===== config.mk =====
export PLATFORM = sky130hd
export DESIGN_NAME = xid_decoder
export DESIGN_NICKNAME = d
export VERILOG_FILES = /design/src/verilog/xid_pkg.sv /design/src/verilog/xid_addr_map.sv /design/src/verilog/xid_decoder.sv /design/src/verilog/xid_extend.sv
export SDC_FILE = /design/constraint.sdc
export NUM_CORES = 1
export LEC_CHECK = 0
export BUFFER_PORTS_ARGS = -buffer_cell sky130_fd_sc_hd__buf_4
export CAP_MARGIN = 25
export CORE_UTILIZATION = 45
export CTS_BUF_LIST = sky130_fd_sc_hd__clkbuf_16
export DETAILED_ROUTE_END_ITERATION = 8
export GPL_TIMING_DRIVEN = 0
export PLACE_DENSITY = 0.72
export SLEW_MARGIN = 20
export SYNTH_ARGS = -nofsm -noshare
export SYNTH_HDL_FRONTEND = slang
export SYNTH_SLANG_ARGS = --single-unit

===== constraint.sdc =====
create_clock -name clk_in -period 3.5 [get_ports clk_in]
set_clock_uncertainty 0.05 [all_clocks]
set_input_delay 0.7 -clock clk_in [delete_from_list [all_inputs] [get_ports clk_in]]
set_output_delay 0.7 -clock clk_in [all_outputs]
set_load 0.01 [all_outputs]

===== src/verilog/xid_pkg.sv =====
// Constants for the extended instruction decoder and system address map.
// Assumes a single 40 MHz processor clock and 32-bit signed addressing.
package xid_pkg;
	// Extended opcodes (prefixed memory codes)
	localparam logic [15:0] OP_CIR = 16'h2CF7;
	localparam logic [15:0] OP_CIRU = 16'h2CFC;
	localparam logic [15:0] OP_XSWORD = 16'h2FF8;
	localparam logic [15:0] OP_XBWORD = 16'h2BF8;
	localparam logic [15:0] OP_LBX = 16'h2BF9;
	localparam logic [15:0] OP_LSX = 16'h2FF9;
	localparam logic [15:0] OP_DEV_FIRST = 16'h2FF0;
	localparam logic [15:0] OP_DEV_LAST = 16'h2FF5;
	localparam logic [15:0] OP_INSQ = 16'h60F2;
	localparam logic [15:0] OP_LDTRAPPED = 16'h2CF6;
	localparam logic [15:0] OP_STTRAPPED = 16'h2CFB;
	// Cycle counts
	localparam logic [3:0] CYC_RANGE_MIN = 4'h2;
	localparam logic [3:0] CYC_RANGE_MAX = 4'h4;
	localparam logic [3:0] CYC_XSWORD = 4'h2;
	localparam logic [3:0] CYC_XBWORD = 4'h3;
	localparam logic [3:0] CYC_LOADX = 4'h1;
	localparam logic [3:0] CYC_DEV = 4'h3;
	localparam logic [3:0] CYC_INSQ_MIN = 4'h1;
	localparam logic [3:0] CYC_INSQ_MAX = 4'h2;
	localparam logic [3:0] CYC_TRAP = 4'hB;
	// Address map
	localparam logic [31:0] LOWEST_SIGNED_ADDRESS = 32'h80000000;
	localparam logic [31:0] HIGHEST_SIGNED_ADDRESS = 32'h7FFFFFFF;
	localparam logic [31:0] RAM_BYTES = 32'h00004000;
	localparam logic [31:0] TRAP_BASE = 32'h80000040;
	localparam logic [31:0] USER_BOUNDARY_ADDRESS = 32'h80000140;
	localparam logic [31:0] LINK_IN_BASE = 32'h80000010;
	localparam logic [31:0] BOOT_ENTRY = 32'h7FFFFFFE;
	localparam logic [31:0] PERIPH_BASE = 32'h20000000;
	localparam logic [31:0] PERIPH_TOP = 32'h3FFFFFFF;
	localparam int BANK_MSB = 31;
	localparam int NUM_LINK_IN = 4;
	localparam int NUM_CHAN = 9;
	localparam logic [31:0] STRUCT_BYTES = 32'h00000010;
	typedef enum logic [3:0] {
		XID_NONE, XID_CIR, XID_CIRU, XID_XSWORD, XID_XBWORD, XID_LBX, XID_LSX,
		XID_DEVLD, XID_DEVST, XID_INSQ, XID_LDTRAPPED, XID_STTRAPPED
	} xid_op_t;
endpackage

===== src/verilog/xid_addr_map.sv =====
// Combinational address map: word/byte split, bank, region classification.
// Assumes addresses are 32-bit signed, as seen by the processor.
`timescale 1ns/10ps
`default_nettype none
module xid_addr_map
	import xid_pkg::*;
(
	// Address
	input wire logic [31:0] addr_in,
	// Decoded
	output logic [29:0] word_addr_out,
	output logic [1:0] byte_sel_out,
	output logic [1:0] bank_out,
	output logic in_ram_out,
	output logic private_out,
	output logic periph_out
);
	// Unsigned offset from the bottom of memory
	wire [31:0] rel = addr_in - LOWEST_SIGNED_ADDRESS;
	assign word_addr_out = addr_in[31:2];
	assign byte_sel_out = addr_in[1:0];
	assign bank_out = addr_in[BANK_MSB:BANK_MSB-1];
	assign in_ram_out = rel < RAM_BYTES;
	assign private_out = rel < (USER_BOUNDARY_ADDRESS - LOWEST_SIGNED_ADDRESS);
	assign periph_out = (addr_in >= PERIPH_BASE) && (addr_in <= PERIPH_TOP);
endmodule
`default_nettype wire


===== src/verilog/xid_decoder.sv =====
// Extended instruction decoder and sequencer with system address helpers.
// Assumes opcodes arrive from the fetch unit in clk_in domain, operands
// from the evaluation stack, and one-word memory answers in the same cycle.
`timescale 1ns/10ps
`default_nettype none
module xid_decoder
	import xid_pkg::*;
(
	// Clock and reset
	input wire logic clk_in,
	input wire logic nrst_in,
	// Instruction issue
	input wire logic op_valid_in,
	input wire logic [15:0] opcode_in,
	output logic busy_out,
	output logic done_out,
	output logic illegal_out,
	// Evaluation stack operands
	input wire logic [31:0] areg_in,
	input wire logic [31:0] breg_in,
	input wire logic [31:0] creg_in,
	output logic [31:0] result_out,
	output logic range_error_out,
	// Memory / device port
	output logic mem_req_out,
	output logic mem_write_out,
	output logic dev_out,
	output logic [31:0] mem_addr_out,
	output logic [1:0] mem_size_out,
	output logic [31:0] mem_wdata_out,
	input wire logic [31:0] mem_rdata_in,
	output logic access_fault_out,
	// Scheduler
	output logic queue_front_out,
	input wire logic queue_empty_in,
	// Trap area
	input wire logic trap_pri_in,
	input wire logic [1:0] trap_group_in,
	// Boot
	input wire logic boot_from_rom_in,
	input wire logic [NUM_LINK_IN-1:0] link_boot_in,
	output logic boot_wait_out,
	output logic [1:0] boot_link_out,
	output logic [31:0] boot_pc_out,
	// Channel state word address
	input wire logic [3:0] chan_in,
	output logic [31:0] chan_addr_out
);
	typedef enum logic [1:0] {ST_BOOT, ST_IDLE, ST_EXEC} xid_state_t;
	xid_state_t state;
	xid_op_t op;
	logic [3:0] cnt;
	logic [3:0] last;
	logic [31:0] a, b, c;
	logic [31:0] result;
	logic rerr;
	logic [1:0] boot_link;
	logic [NUM_LINK_IN-1:0] link_s1, link_s2;
	logic [31:0] next_result;
	logic next_rerr;

	// Opcode decode
	wire is_dev = (opcode_in >= OP_DEV_FIRST) && (opcode_in <= OP_DEV_LAST);
	wire xid_op_t dec_op =
		(opcode_in == OP_CIR) ? XID_CIR :
		(opcode_in == OP_CIRU) ? XID_CIRU :
		(opcode_in == OP_XSWORD) ? XID_XSWORD :
		(opcode_in == OP_XBWORD) ? XID_XBWORD :
		(opcode_in == OP_LBX) ? XID_LBX :
		(opcode_in == OP_LSX) ? XID_LSX :
		(is_dev && !opcode_in[0]) ? XID_DEVLD :
		(is_dev && opcode_in[0]) ? XID_DEVST :
		(opcode_in == OP_INSQ) ? XID_INSQ :
		(opcode_in == OP_LDTRAPPED) ? XID_LDTRAPPED :
		(opcode_in == OP_STTRAPPED) ? XID_STTRAPPED : XID_NONE;
	// Device size: 0 byte, 1 sixteen, 2 word
	wire [1:0] dev_size = opcode_in[2:1];

	// Range check: short path when below lower bound
	wire s_lo_fail = $signed(b) < $signed(c);
	wire s_hi_fail = $signed(b) > $signed(a);
	wire u_lo_fail = b < c;
	wire u_hi_fail = b > a;
	wire [3:0] range_last = (op == XID_CIR ? s_lo_fail : u_lo_fail) ?
		CYC_RANGE_MIN : CYC_RANGE_MAX;

	// Trapped-process structure address
	wire [31:0] trap_struct = TRAP_BASE
		+ {24'h000000, trap_pri_in, trap_group_in, 5'h00}
		+ STRUCT_BYTES;
	wire [3:0] trap_word = cnt - 4'h1;
	wire trap_xfer = (op == XID_LDTRAPPED || op == XID_STTRAPPED) && cnt >= 4'h1 && cnt <= 4'h4;

	// Address map helper for memory-side accesses
	wire [29:0] word_addr;
	wire [1:0] byte_sel;
	wire [1:0] bank;
	wire in_ram, priv, periph;
	xid_addr_map u_map (
		.addr_in(a),
		.word_addr_out(word_addr),
		.byte_sel_out(byte_sel),
		.bank_out(bank),
		.in_ram_out(in_ram),
		.private_out(priv),
		.periph_out(periph)
	);

	// Sign extension unit, fed by stack or memory data
	wire use_mem = (op == XID_LBX) || (op == XID_LSX) || (op == XID_DEVLD);
	wire [31:0] ext_src = use_mem ? mem_rdata_in : a;
	wire ext_half = (op == XID_XSWORD) || (op == XID_LSX) ||
		(op == XID_DEVLD && mem_size_out == 2'h1);
	wire [1:0] ext_sel = use_mem ? byte_sel : 2'h0;
	wire [31:0] ext_val;
	xid_extend u_ext (
		.data_in(ext_src),
		.byte_sel_in(ext_sel),
		.half_in(ext_half),
		.ext_out(ext_val)
	);

	wire finishing = (state == ST_EXEC) && (cnt == last);
	wire accept = (state == ST_IDLE) && op_valid_in;
	wire mem_op = (op == XID_LBX) || (op == XID_LSX) || (op == XID_DEVLD) || (op == XID_DEVST);
	// Standard loads into the private area are flagged; trap opcodes are exempt
	wire priv_hit = (op == XID_LBX || op == XID_LSX) && priv;
	wire link_any = |link_s2;

	always_comb begin
		next_result = result;
		next_rerr = rerr;
		if (finishing) begin
			unique case (op)
				XID_CIR: next_rerr = s_lo_fail | s_hi_fail;
				XID_CIRU: next_rerr = u_lo_fail | u_hi_fail;
				XID_XSWORD, XID_XBWORD: next_result = ext_val;
				XID_LBX, XID_LSX: next_result = ext_val;
				XID_DEVLD: next_result = (mem_size_out == 2'h2) ? mem_rdata_in : ext_val;
				XID_LDTRAPPED: next_result = trap_struct;
				default: next_result = result;
			endcase
		end
	end

	// Sequencer
	always_ff @(posedge clk_in) begin
		if (!nrst_in) begin
			state <= ST_BOOT;
			op <= XID_NONE;
			cnt <= 4'h0;
			last <= 4'h0;
			a <= 32'h00000000;
			b <= 32'h00000000;
			c <= 32'h00000000;
			mem_size_out <= 2'h0;
		end else begin
			unique case (state)
				ST_BOOT: if (boot_from_rom_in || link_any) state <= ST_IDLE;
				ST_IDLE: if (op_valid_in) begin
					op <= dec_op;
					a <= areg_in;
					b <= breg_in;
					c <= creg_in;
					cnt <= 4'h1;
					mem_size_out <= is_dev ? dev_size :
						(opcode_in == OP_LSX ? 2'h1 : 2'h0);
					unique case (dec_op)
						XID_XSWORD: last <= CYC_XSWORD;
						XID_XBWORD: last <= CYC_XBWORD;
						XID_LBX, XID_LSX: last <= CYC_LOADX;
						XID_DEVLD, XID_DEVST: last <= CYC_DEV;
						XID_INSQ: last <= queue_empty_in ? CYC_INSQ_MIN : CYC_INSQ_MAX;
						XID_LDTRAPPED, XID_STTRAPPED: last <= CYC_TRAP;
						XID_CIR, XID_CIRU: last <= CYC_RANGE_MAX;
						default: last <= 4'h1;
					endcase
					if (dec_op != XID_NONE)
						state <= ST_EXEC;
				end
				ST_EXEC: begin
					cnt <= cnt + 4'h1;
					if ((op == XID_CIR || op == XID_CIRU) && cnt == 4'h1)
						last <= range_last;
					if (finishing)
						state <= ST_IDLE;
				end
			endcase
		end
	end

	always_ff @(posedge clk_in) begin
		if (!nrst_in) begin
			result <= 32'h00000000;
			rerr <= 1'b0;
			access_fault_out <= 1'b0;
		end else begin
			result <= next_result;
			rerr <= accept ? 1'b0 : next_rerr;
			access_fault_out <= finishing && priv_hit;
		end
	end

	// Link boot channel select
	always_ff @(posedge clk_in) begin
		if (!nrst_in) begin
			link_s1 <= '0;
			link_s2 <= '0;
			boot_link <= 2'h0;
		end else begin
			link_s1 <= link_boot_in;
			link_s2 <= link_s1;
			if (state == ST_BOOT && !boot_from_rom_in)
				for (int i = NUM_LINK_IN - 1; i >= 0; i--)
					if (link_s2[i])
						boot_link <= 2'(i);
		end
	end

	// Outputs
	assign busy_out = state != ST_IDLE;
	assign done_out = finishing;
	assign illegal_out = accept && (dec_op == XID_NONE);
	assign result_out = result;
	assign range_error_out = rerr;
	// Memory strobe lands on the final cycle for loads and device ops so data is captured then; trap transfers strobe on cycles 1 to 4
	assign mem_req_out = (finishing && mem_op) || trap_xfer;
	assign mem_write_out = (op == XID_DEVST && finishing) || (op == XID_STTRAPPED && trap_xfer);
	assign dev_out = (op == XID_DEVLD || op == XID_DEVST) && periph;
	assign mem_addr_out = trap_xfer ?
		trap_struct + {28'h0000000, trap_word[1:0], 2'h0} :
		{word_addr, byte_sel};
	assign mem_wdata_out = (op == XID_STTRAPPED) ? a : b;
	assign queue_front_out = (op == XID_INSQ) && finishing;
	assign boot_wait_out = (state == ST_BOOT) && !boot_from_rom_in;
	assign boot_link_out = boot_link;
	// Entry holds a short backward jump placed by the ROM image
	assign boot_pc_out = BOOT_ENTRY;
	assign chan_addr_out = LOWEST_SIGNED_ADDRESS + {26'h0000000, chan_in, 2'h0};
	wire unused = ^{bank, in_ram};
endmodule
`default_nettype wire


===== src/verilog/xid_extend.sv =====
// Sign extension of byte and sixteen-bit quantities, byte lane selected.
// Assumes little-endian byte numbering within a word.
`timescale 1ns/10ps
`default_nettype none
module xid_extend (
	// Operand
	input wire logic [31:0] data_in,
	input wire logic [1:0] byte_sel_in,
	input wire logic half_in,
	// Result
	output logic [31:0] ext_out
);
	wire [7:0] lane_b = data_in[{byte_sel_in, 3'b000} +: 8];
	wire [15:0] lane_h = byte_sel_in[1] ? data_in[31:16] : data_in[15:0];
	assign ext_out = half_in ? {{16{lane_h[15]}}, lane_h} : {{24{lane_b[7]}}, lane_b};
endmodule
`default_nettype wire


==> run metrics, run 1 <==
Vias/cell roughly 5.3; synthesized area 0.00961 mm^2; Arr. time, crit path about 2.6 ns; HPWL after DPL 26,700 um; RSZ-0062 raised after global routing no; Cell variety after synth 65; fraction of layout cells with a size suffix above 1 23.7%; cell-internal power 3.28 mW; combinational share of power between 10% and 20%; Fillers 2,047; worst setup path endpoint illegal_out; Clk Latency, worst-skew pair 0.44 ns; crit-path max FO 10; Final Hold Vio Count 0; H-tree levels 4; Period minus WS final 3.36 ns; WL/cell 16.9 um; pin count of the biggest net entering global routing 18; reg2reg start cnt[2]; row cnt 53; GRT Resource Usage Total 29.9%; most frequent cells in the layout buf_4 (335), nand2_1 (298), a21oi_1 (179); DR top layer met4; sw frac a little over 30%; Syn. warnings 0; # Max-Cap Violations 0; clk buf depth 2; diode count 0; first-pass GRT wire length 50,700 um; r2r endpoint result_out[28]; status finished, final reports clean; CP Capture Type primary output; Yosys reg bits approximately 160; core area ~0.021 mm^2; leakage 5.52 nW; final setup fails 0; Hold Crit Class reg -> reg; register share of total power 40.1%; total grt overflow 0; DRT Pass-1 Iters 7; CTS clock-pin slew for the worst setup and hold paths 0.06 ns; Tcrit/Tclk final 95.9%; die area 0.0220 mm^2; via count 10,500; CTS root buf clkbuf_16; Syn-to-layout area delta 33.7%; max-slew violation count 0; FMAX 298 MHz; worst rel slew slack 38.1%; initial antenna violation count 0; Setup crit start kind primary input; Setup Crit Path Kind in -> out; CTS Buf Count 17; WL met3 2950 um; worst-margin pin slew 0.925 ns; Area contributors post-synth dfxtp_1 (32%), nand2_1 (12%), a21oi_1 (9.3%), ha_1 (8.8%), o21ai_0 (5.1%); sw power 1.46 mW; number of port buffers 267; gp weighted congestion 0.982; Synth area leader dfxtp_1; DR WL met2 15,400 um; R2R depth 8; ANT nets after route 0; sequential share of the synthesized area 32.5%; DIE WIDTH 148 um; Total Wirelength 33,400 um; WHS 0.384 ns; Initial Utilization between 40% and 50%; Async SR Flop Fraction 0%; Avg Cell Area, Syn 7.18 um^2; DRC errors left 0; part of the power in the clock network between 40% and 50%; NumNets Final between 1,500 and 2,000; Worst Setup SP opcode_in[2]; Primary FF master, synth dfxtp_1; Peak VDD IR 0.000292 V; Worst R2R Setup Slack 0.19 ns; Pwr Total 4.73 mW; Power Density 368 mW/mm^2; chip height 148 um; number of DRC markers in iteration 0 780; # hold bufs at CTS 0; metal1 wirelength 14,100 um; Post-synth EDFFs 0; Synth top area share 32.5%; WP data required roughly 2.8 ns; Syn Inst Count ~1,300; I/O pin total around 330; number of clock sinks 156; CTS tree built; most common cell after layout, fill and taps aside buf_4; vias in the first global route 9,592
==> power by group through the flow <==
stage / combinational [mW] / clock [mW] / sequential [mW]
4_1_cts: 0.907 / 1.91 / 1.90
6_report: 0.922 / 1.92 / 1.90
5_1_grt: 1.01 / 2.00 / 1.91
3_5_place_dp: 0.901 / 0 / 1.94
2_1_floorplan: 0.533 / 0 / 1.92
3_3_place_gp: 0.891 / 0 / 1.94
==> layout make-up <==
| cell class | count | area (um^2) | share of cell area [%] |
|---|---|---|---|
| Multi-Input combinational cell | 1029 | 5710 | 44.4 |
| Sequential cell | 156 | 3130 | 24.3 |
| Clock buffer | 17 | 425 | 3.31 |
| Clock inverter | 15 | 169 | 1.31 |
| Inverter | 74 | 278 | 2.16 |
| Buffer | 138 | 778 | 6.05 |
| Timing Repair Buffer | 270 | 2030 | 15.8 |
| Tap cell | 275 | 344 | 2.68 |
==> routing by layer <==
layer,vias up,track usage [%]
met4,0,12.2
met1,4814,39.3
li1,5161,-
met2,484,49.0
met3,56,4.17
met5,-,0
==> synthesized netlist by cell type, types with 19 or more instances <==
library cell	number
nand2_1	298
a21oi_1	179
dfxtp_1	156
o21ai_0	98
nor2_1	81
inv_1	72
ha_1	68
buf_4	64
clkbuf_1	61
nor3_1	22
nand3_1	20
nand4_1	20
mux2i_1	19
==> how the worst min path moves through the flow <==
stage | from | to | slack (ns) | depth (start not counted)
final | link_s1[3] | link_s2[3] | 0.38 | 1
after global routing | link_s1[1] | link_s2[1] | 0.41 | 1
after CTS | link_s1[3] | link_s2[3] | 0.39 | 1
after detailed placement | link_s1[3] | link_s2[3] | 0.37 | 1
after global placement | link_s1[0] | link_s2[0] | 0.37 | 1
after floorplan | link_s1[0] | link_s2[0] | 0.36 | 1
==> critical path, cell delays in order <==
cell and delay [ns]:
buf_2 0.16, nor2b_2 0.19, a21bo_2 0.22, nand3_1 0.15, nand4_1 0.18, or4b_1 0.65
nor3_2 0.20, buf_4 0.16
==> state kept, by name, indices dropped and copies added (netlist names), 32 cells and up <==
name / flops
a: 32
b: 32
c: 32
result_out: 32
==> cell families (layout without fill, tap and decap cells) <==
group | Yosys count | count (layout) | share of synthesized area [%]
compound gates | 348 | 348 | 20.1
xor+xnor | 7 | 7 | 0.638
fa+ha+maj | 68 | 68 | 8.85
buf+inv | 212 | 514 | 10.9
flops | 156 | 156 | 32.5
mux | 24 | 24 | 2.68
other cells | 2 | 60 | 0.0781
simple gates | 522 | 522 | 24.3
==> metrics by stage <==
stage	TNS [ns]	instances	utilization, %	area [um^2]	worst slack, ns
final	0	1974	61.3	12900	0.143
after floorplan	0	1397	-	9830	0.447
after global placement	-1.81	1939	58.1	12200	-0.220
after global routing	0	1974	61.3	12900	0.0109
after CTS	0	1971	61.0	12800	0.0303
after detailed placement	-3.02	1939	58.1	12200	-0.265
==> timing repair <==
| action | 4_1_cts | 5_1_grt |
|---|---|---|
| pin swaps | 0 | 2 |
| buffers inserted | 0 | 3 |
| resized for setup | 8 | 12 |
| setup endpoints to repair | 32 | 27 |
Power figures use the tool's default switching activity.
==> run 2: changes to the inputs <==
- PLACE_DENSITY: 0.72 -> 0.75
- clock period: 3.5 -> 2.7 ns (I/O delays scaled with it)
==> run 2 against run 1 <==
Compared with the run above:
- the run now ends with negative setup slack left
- sequential cell count did not move
- utilization rose by 4.2 points
- via count rose by 3.0%
- non-clock buffer count rose by 31
- critical path type is now reg -> out
==> run metrics, run 2 (synthesized netlist as in run 1, its figures left out) <==
Vias/cell 5.40; status finished, violations left; chip height 148 um; # Max-Cap Violations 0; worst-margin pin slew 0.766 ns; I/O pin total 334; failing checks negative setup slack; die area 0.0220 mm^2; Period minus WS final 3.05 ns; HPWL after DPL between 20,000 and 30,000 um; # hold bufs at CTS 0; Syn-to-layout area delta 42.8%; Setup crit start kind flop; cell-internal power 4.38 mW; vias in the first global route 9,973; CTS root buf clkbuf_16; DIE WIDTH 148 um; crit-path max FO 7; diode count 0; total grt overflow 0; H-tree levels 4; FMAX around 330 MHz; gp weighted congestion 0.945; fraction of layout cells with a size suffix above 1 around 30%; DRT Pass-1 Iters 5; CTS Buf Count 17; WL/cell about 17 um; register share of total power 39.3%; GRT Resource Usage Total a little under a third; post-route design area 0.0137 mm^2; worst rel slew slack 48.6%; most frequent cells in the layout buf_4 (345), nand2_1 (294), a21oi_1 (173); CTS clock-pin slew for the worst setup and hold paths 0.06 ns; ANT nets after route 0; row cnt between 50 and 60; Pwr Total 6.26 mW; Initial Utilization 45.9%; combinational share of power 20.7%; RSZ-0062 raised after global routing yes; Setup Crit Path Kind reg -> out; Total Wirelength approximately 35,000 um; Power Density 456 mW/mm^2; NumNets Final about 1,900; Clk Latency, worst-skew pair 0.44 ns; leakage 5.86 nW; first-pass GRT wire length approximately 53,000 um; number of DRC markers in iteration 0 826; pin count of the biggest net entering global routing 17; most common cell after layout, fill and taps aside buf_4; sw power 1.88 mW; CTS tree built; CP Capture Type primary output; via count between 10,000 and 15,000; Final Hold Vio Count 0; part of the power in the clock network about two fifths; clk buf depth 2; number of clock sinks 156; DP Area roughly 0.012 mm^2; initial antenna violation count 0; Tcrit/Tclk final 113%; Fillers 1,868; Peak VDD IR between 0.0004 and 0.0005 V; dpl cells 1,939; setup ws final -0.350 ns; Min-Delay Startpoint link_boot_in[2]; reg2reg start cnt[1]; Worst Setup SP cnt[0]; sw frac 30.1%; Place WS -0.690 ns; final setup fails 42; Register Area roughly 0.0031 mm^2; DRC errors left 0; number of port buffers 267; Hold Crit Class in -> reg; Arr. time, crit path 2.46 ns; core area ~0.021 mm^2; max-slew violation count 0; WP data required between 2 and 2.5 ns; Layout Cells excl Fill approximately 2,000; area of the multi-input gates 0.00611 mm^2
-- run 2: cell types whose count changed in the layout (fill, tap and decap cells not counted), sizes merged --
cell	previous run	this run
bufinv	1	2
clkbuf	76	74
inv	85	82
buf	349	382
clkinv	2	4
-- run 2: critical path, cell delays in order, from the launching register on --
cell       delay (ns)
dfxtp_4          0.38
inv_2            0.07
ha_4             0.17
a21oi_4          0.14
a21oi_2          0.05
nor3b_2          0.27
nor3b_4          0.37
buf_8            0.23
clkbuf_16        0.17
nor2_2           0.04
buf_4            0.14
-- run 2: worst paths after layout --
kind	to	slack (ns)	cells after the start
worst max register to register	last[2]	-0.27	15
worst max-delay path	mem_addr_out[17]	-0.35	10
worst min-delay path	link_s1[2]	0.27	2
worst min register to register	link_s2[1]	0.38	1
-- run 2: power by group through the flow --
stage,Combinational [mW],Clock [mW],Sequential (mW)
5_1_grt,1.41,2.60,2.47
6_report,1.30,2.50,2.46
2_1_floorplan,0.691,0,2.48
4_1_cts,1.23,2.51,2.46
3_3_place_gp,1.15,0,2.51
3_5_place_dp,1.16,0,2.51
-- run 2: what timing repair did --
| action | 4_1_cts | 5_1_grt |
|---|---|---|
| cloned | 3 | 0 |
| setup endpoints to repair | 93 | 131 |
| resized for setup | 114 | 83 |
| setup buffers | 28 | 8 |
| pin swaps | 16 | 14 |
-- run 2: through the flow --
stage	setup TNS [ns]	hold WS (ns)	utilization, %
after detailed placement	-24.20	0.371	58.2
after floorplan	0	0.362	-
after global placement	-23.62	0.366	58.2
after global routing	-14.67	0.268	65.5
after CTS	-6.33	0.264	64.1
final	-10.43	0.266	65.5
-- run 2: area by class of cell --
| cell class | count | share of cell area (%) |
|---|---|---|
| Multi-Input combinational cell | 1029 | 44.5 |
| Sequential cell | 156 | 22.9 |
| Timing Repair Buffer | 305 | 17.6 |
| Buffer | 134 | 6.09 |
| Clock buffer | 17 | 3.10 |
| Tap cell | 275 | 2.51 |
| Inverter | 74 | 2.06 |
| Clock inverter | 15 | 1.30 |
-- run 2: layer usage --
layer / track usage, % / vias to the layer above / share of wire [%]
met1: 39.9 / 4944 / 42
met5: 0 / - / 0
met2: 51.1 / 577 / 47
met4: 12.8 / 0 / 3.3
li1: - / 5231 / -
met3: 4.97 / 79 / 8.2
==> run 3: changes to the inputs <==
- REMOVE_ABC_BUFFERS: default -> 1
==> run 3 against run 2 <==
Compared with the run above:
- the flow still finishes with violations (negative setup slack)
- clock-buffer cell count unchanged
- combinational power down 11%
- global-route usage down 2.7 points
- non-clock buffer count down 124
- maximum frequency up 4.5%
- first-iteration DRC count down 29%
- power down 2.1%
- sequential share of layout area up 1.5 points
- via count down 5.9%
- die area unchanged
- utilization down 3.8 points
- worst setup slack better by 0.13 ns
- largest cell class unchanged
==> run metrics, run 3 (synthesized netlist as in run 1, its figures left out) <==
Arr. time, crit path between 2 and 2.5 ns; # hold bufs at CTS 0; number of clock sinks around 160; CP Capture Type primary output; CTS tree built; WP buf/inv 6; core area 0.0210 mm^2; Power Density 474 mW/mm^2; CTS clock-pin slew for the worst setup and hold paths 0.06 ns; Peak VDD IR 0.000369 V; crit-path max FO 5; pin count of the biggest net entering global routing 62; HPWL after DPL 22,500 um; leakage between 5 and 6 nW; Setup Crit Path Kind reg -> out; initial antenna violation count 0; failing checks negative setup slack; WL/cell 16.9 um; Hold Crit Class in -> reg; Layout Cells excl Fill between 1,500 and 2,000; post-route design area 0.0129 mm^2; H-tree levels 4; Register Area approximately 0.0032 mm^2; DRC errors left 0; area of the multi-input gates around 0.0060 mm^2; RSZ-0062 raised after global routing yes; Vias/cell 5.42; Period minus WS final just under 3 ns; status finished, violations left; worst-margin pin slew approximately 0.77 ns; max-slew violation count 0; Pwr Total between 6 and 7 mW; number of port buffers 265; first-pass GRT wire length 48,400 um; via count 10,200; TNS Setup -5.44 ns; diode count 0; most common cell after layout, fill and taps aside nand2_1; final setup fails 34; most frequent cells in the layout nand2_1 (298), buf_4 (293), a21oi_1 (174); clk buf depth 2; row cnt 53; ANT nets after route 0; DIE WIDTH 148 um; # Max-Cap Violations 0; Syn-to-layout area delta 34.5%; total grt overflow 0; Setup crit start kind flop; Worst path max stage delay 0.36 ns; FMAX 343 MHz; Initial Utilization a little under half; CP max stage cell dfxtp_4; number of DRC markers in iteration 0 a little under 600; WP data required 2.11 ns; die area 0.0220 mm^2; DRT Pass-1 Iters 7; Clk Latency, worst-skew pair 0.43 ns; worst rel slew slack 48.5%; NumNets Final 1,823; Total Wirelength approximately 32,000 um; Fillers about 1,900; Final Hold Vio Count 0; fraction of layout cells with a size suffix above 1 a little over a quarter; GRT Resource Usage Total roughly 28%; vias in the first global route 9,395; chip height approximately 150 um; Tcrit/Tclk final 108%; Place WS -0.425 ns; dpl cells 1,813; CTS root buf clkbuf_16; DP Area approximately 0.012 mm^2; CP top delay family buffers and inverters; setup ws final -0.218 ns; I/O pin total roughly 330; CTS Buf Count 17; gp weighted congestion 0.902; critical-path cell list inv_6 > ha_4 > inv_2 > a21oi_2 > a21oi_2 > nor3b_2 > nor3b_4 > buf_6 > buf_8 > buf_8 > or2_4 > buf_6
[run 3: cell count changes in the layout (fill, tap and decap cells not counted), moves of 9 or more]
cell | before | now
buf_6 | 24 | 11
clkbuf_2 | 9 | 0
buf_4 | 345 | 293
nor2_1 | 56 | 70
clkbuf_1 | 44 | 0
[run 3: power by group]
part           total, mW  leakage [nW]  internal (mW)  switching, mW
registers           2.47          1.28           2.38         0.0925
logic               1.16          3.85          0.526          0.633
clock network       2.50         0.285           1.45           1.04
[run 3: what timing repair did]
action	CTS	global route
setup endpoints to repair	99	90
resized for setup	74	37
setup buffers	41	6
pin swaps	12	13
gates cloned	3	0
[run 3: per-stage QoR]
stage / util, % / hold WS, ns
floorplan: - / 0.362
global placement: 54.4 / 0.364
detailed placement: 55.6 / 0.370
CTS: 61.0 / 0.262
global route: 61.7 / 0.264
finish: 61.7 / 0.273
[run 3: per-layer routing]
layer	share of wire, %	track usage [%]	vias to the layer above
li1	-	-	4986
met2	49	48.3	413
met1	41	34.8	4724
met4	3.3	11.8	0
met3	6.7	4.85	70
met5	0	0	-
[run 3: area by class of cell]
| class | instances | area share, % |
|---|---|---|
| clock buffer | 17 | 3.29 |
| timing repair buffer | 315 | 19.7 |
| clock inverter | 14 | 1.31 |
| inverter | 74 | 2.25 |
| tap | 275 | 2.66 |
| multi-input combinational | 1031 | 46.4 |
| sequential | 156 | 24.4 |
[run 3: path summary, 6_finish.rpt]
path	slack, ns	depth (start not counted)	end	startpoint
max	-0.22	12	mem_addr_out[31]	cnt[1]
min	0.27	2	link_s1[3]	link_boot_in[3]
max reg2reg	-0.05	16	last[2]	cnt[1]
min reg2reg	0.38	1	link_s2[1]	link_s1[1]
[run 3: worst register-to-register path, cell delays in order, from the launching register on]
cell      delay [ns]
dfxtp_4         0.36
inv_6           0.07
ha_4            0.14
inv_2           0.04
buf_4           0.12
buf_4           0.12
buf_4           0.12
buf_4           0.12
buf_4           0.12
buf_4           0.13
buf_4           0.12
buf_4           0.12
buf_4           0.12
buf_4           0.12
nor4_2          0.38
o311ai_0        0.24
a31oi_1         0.19
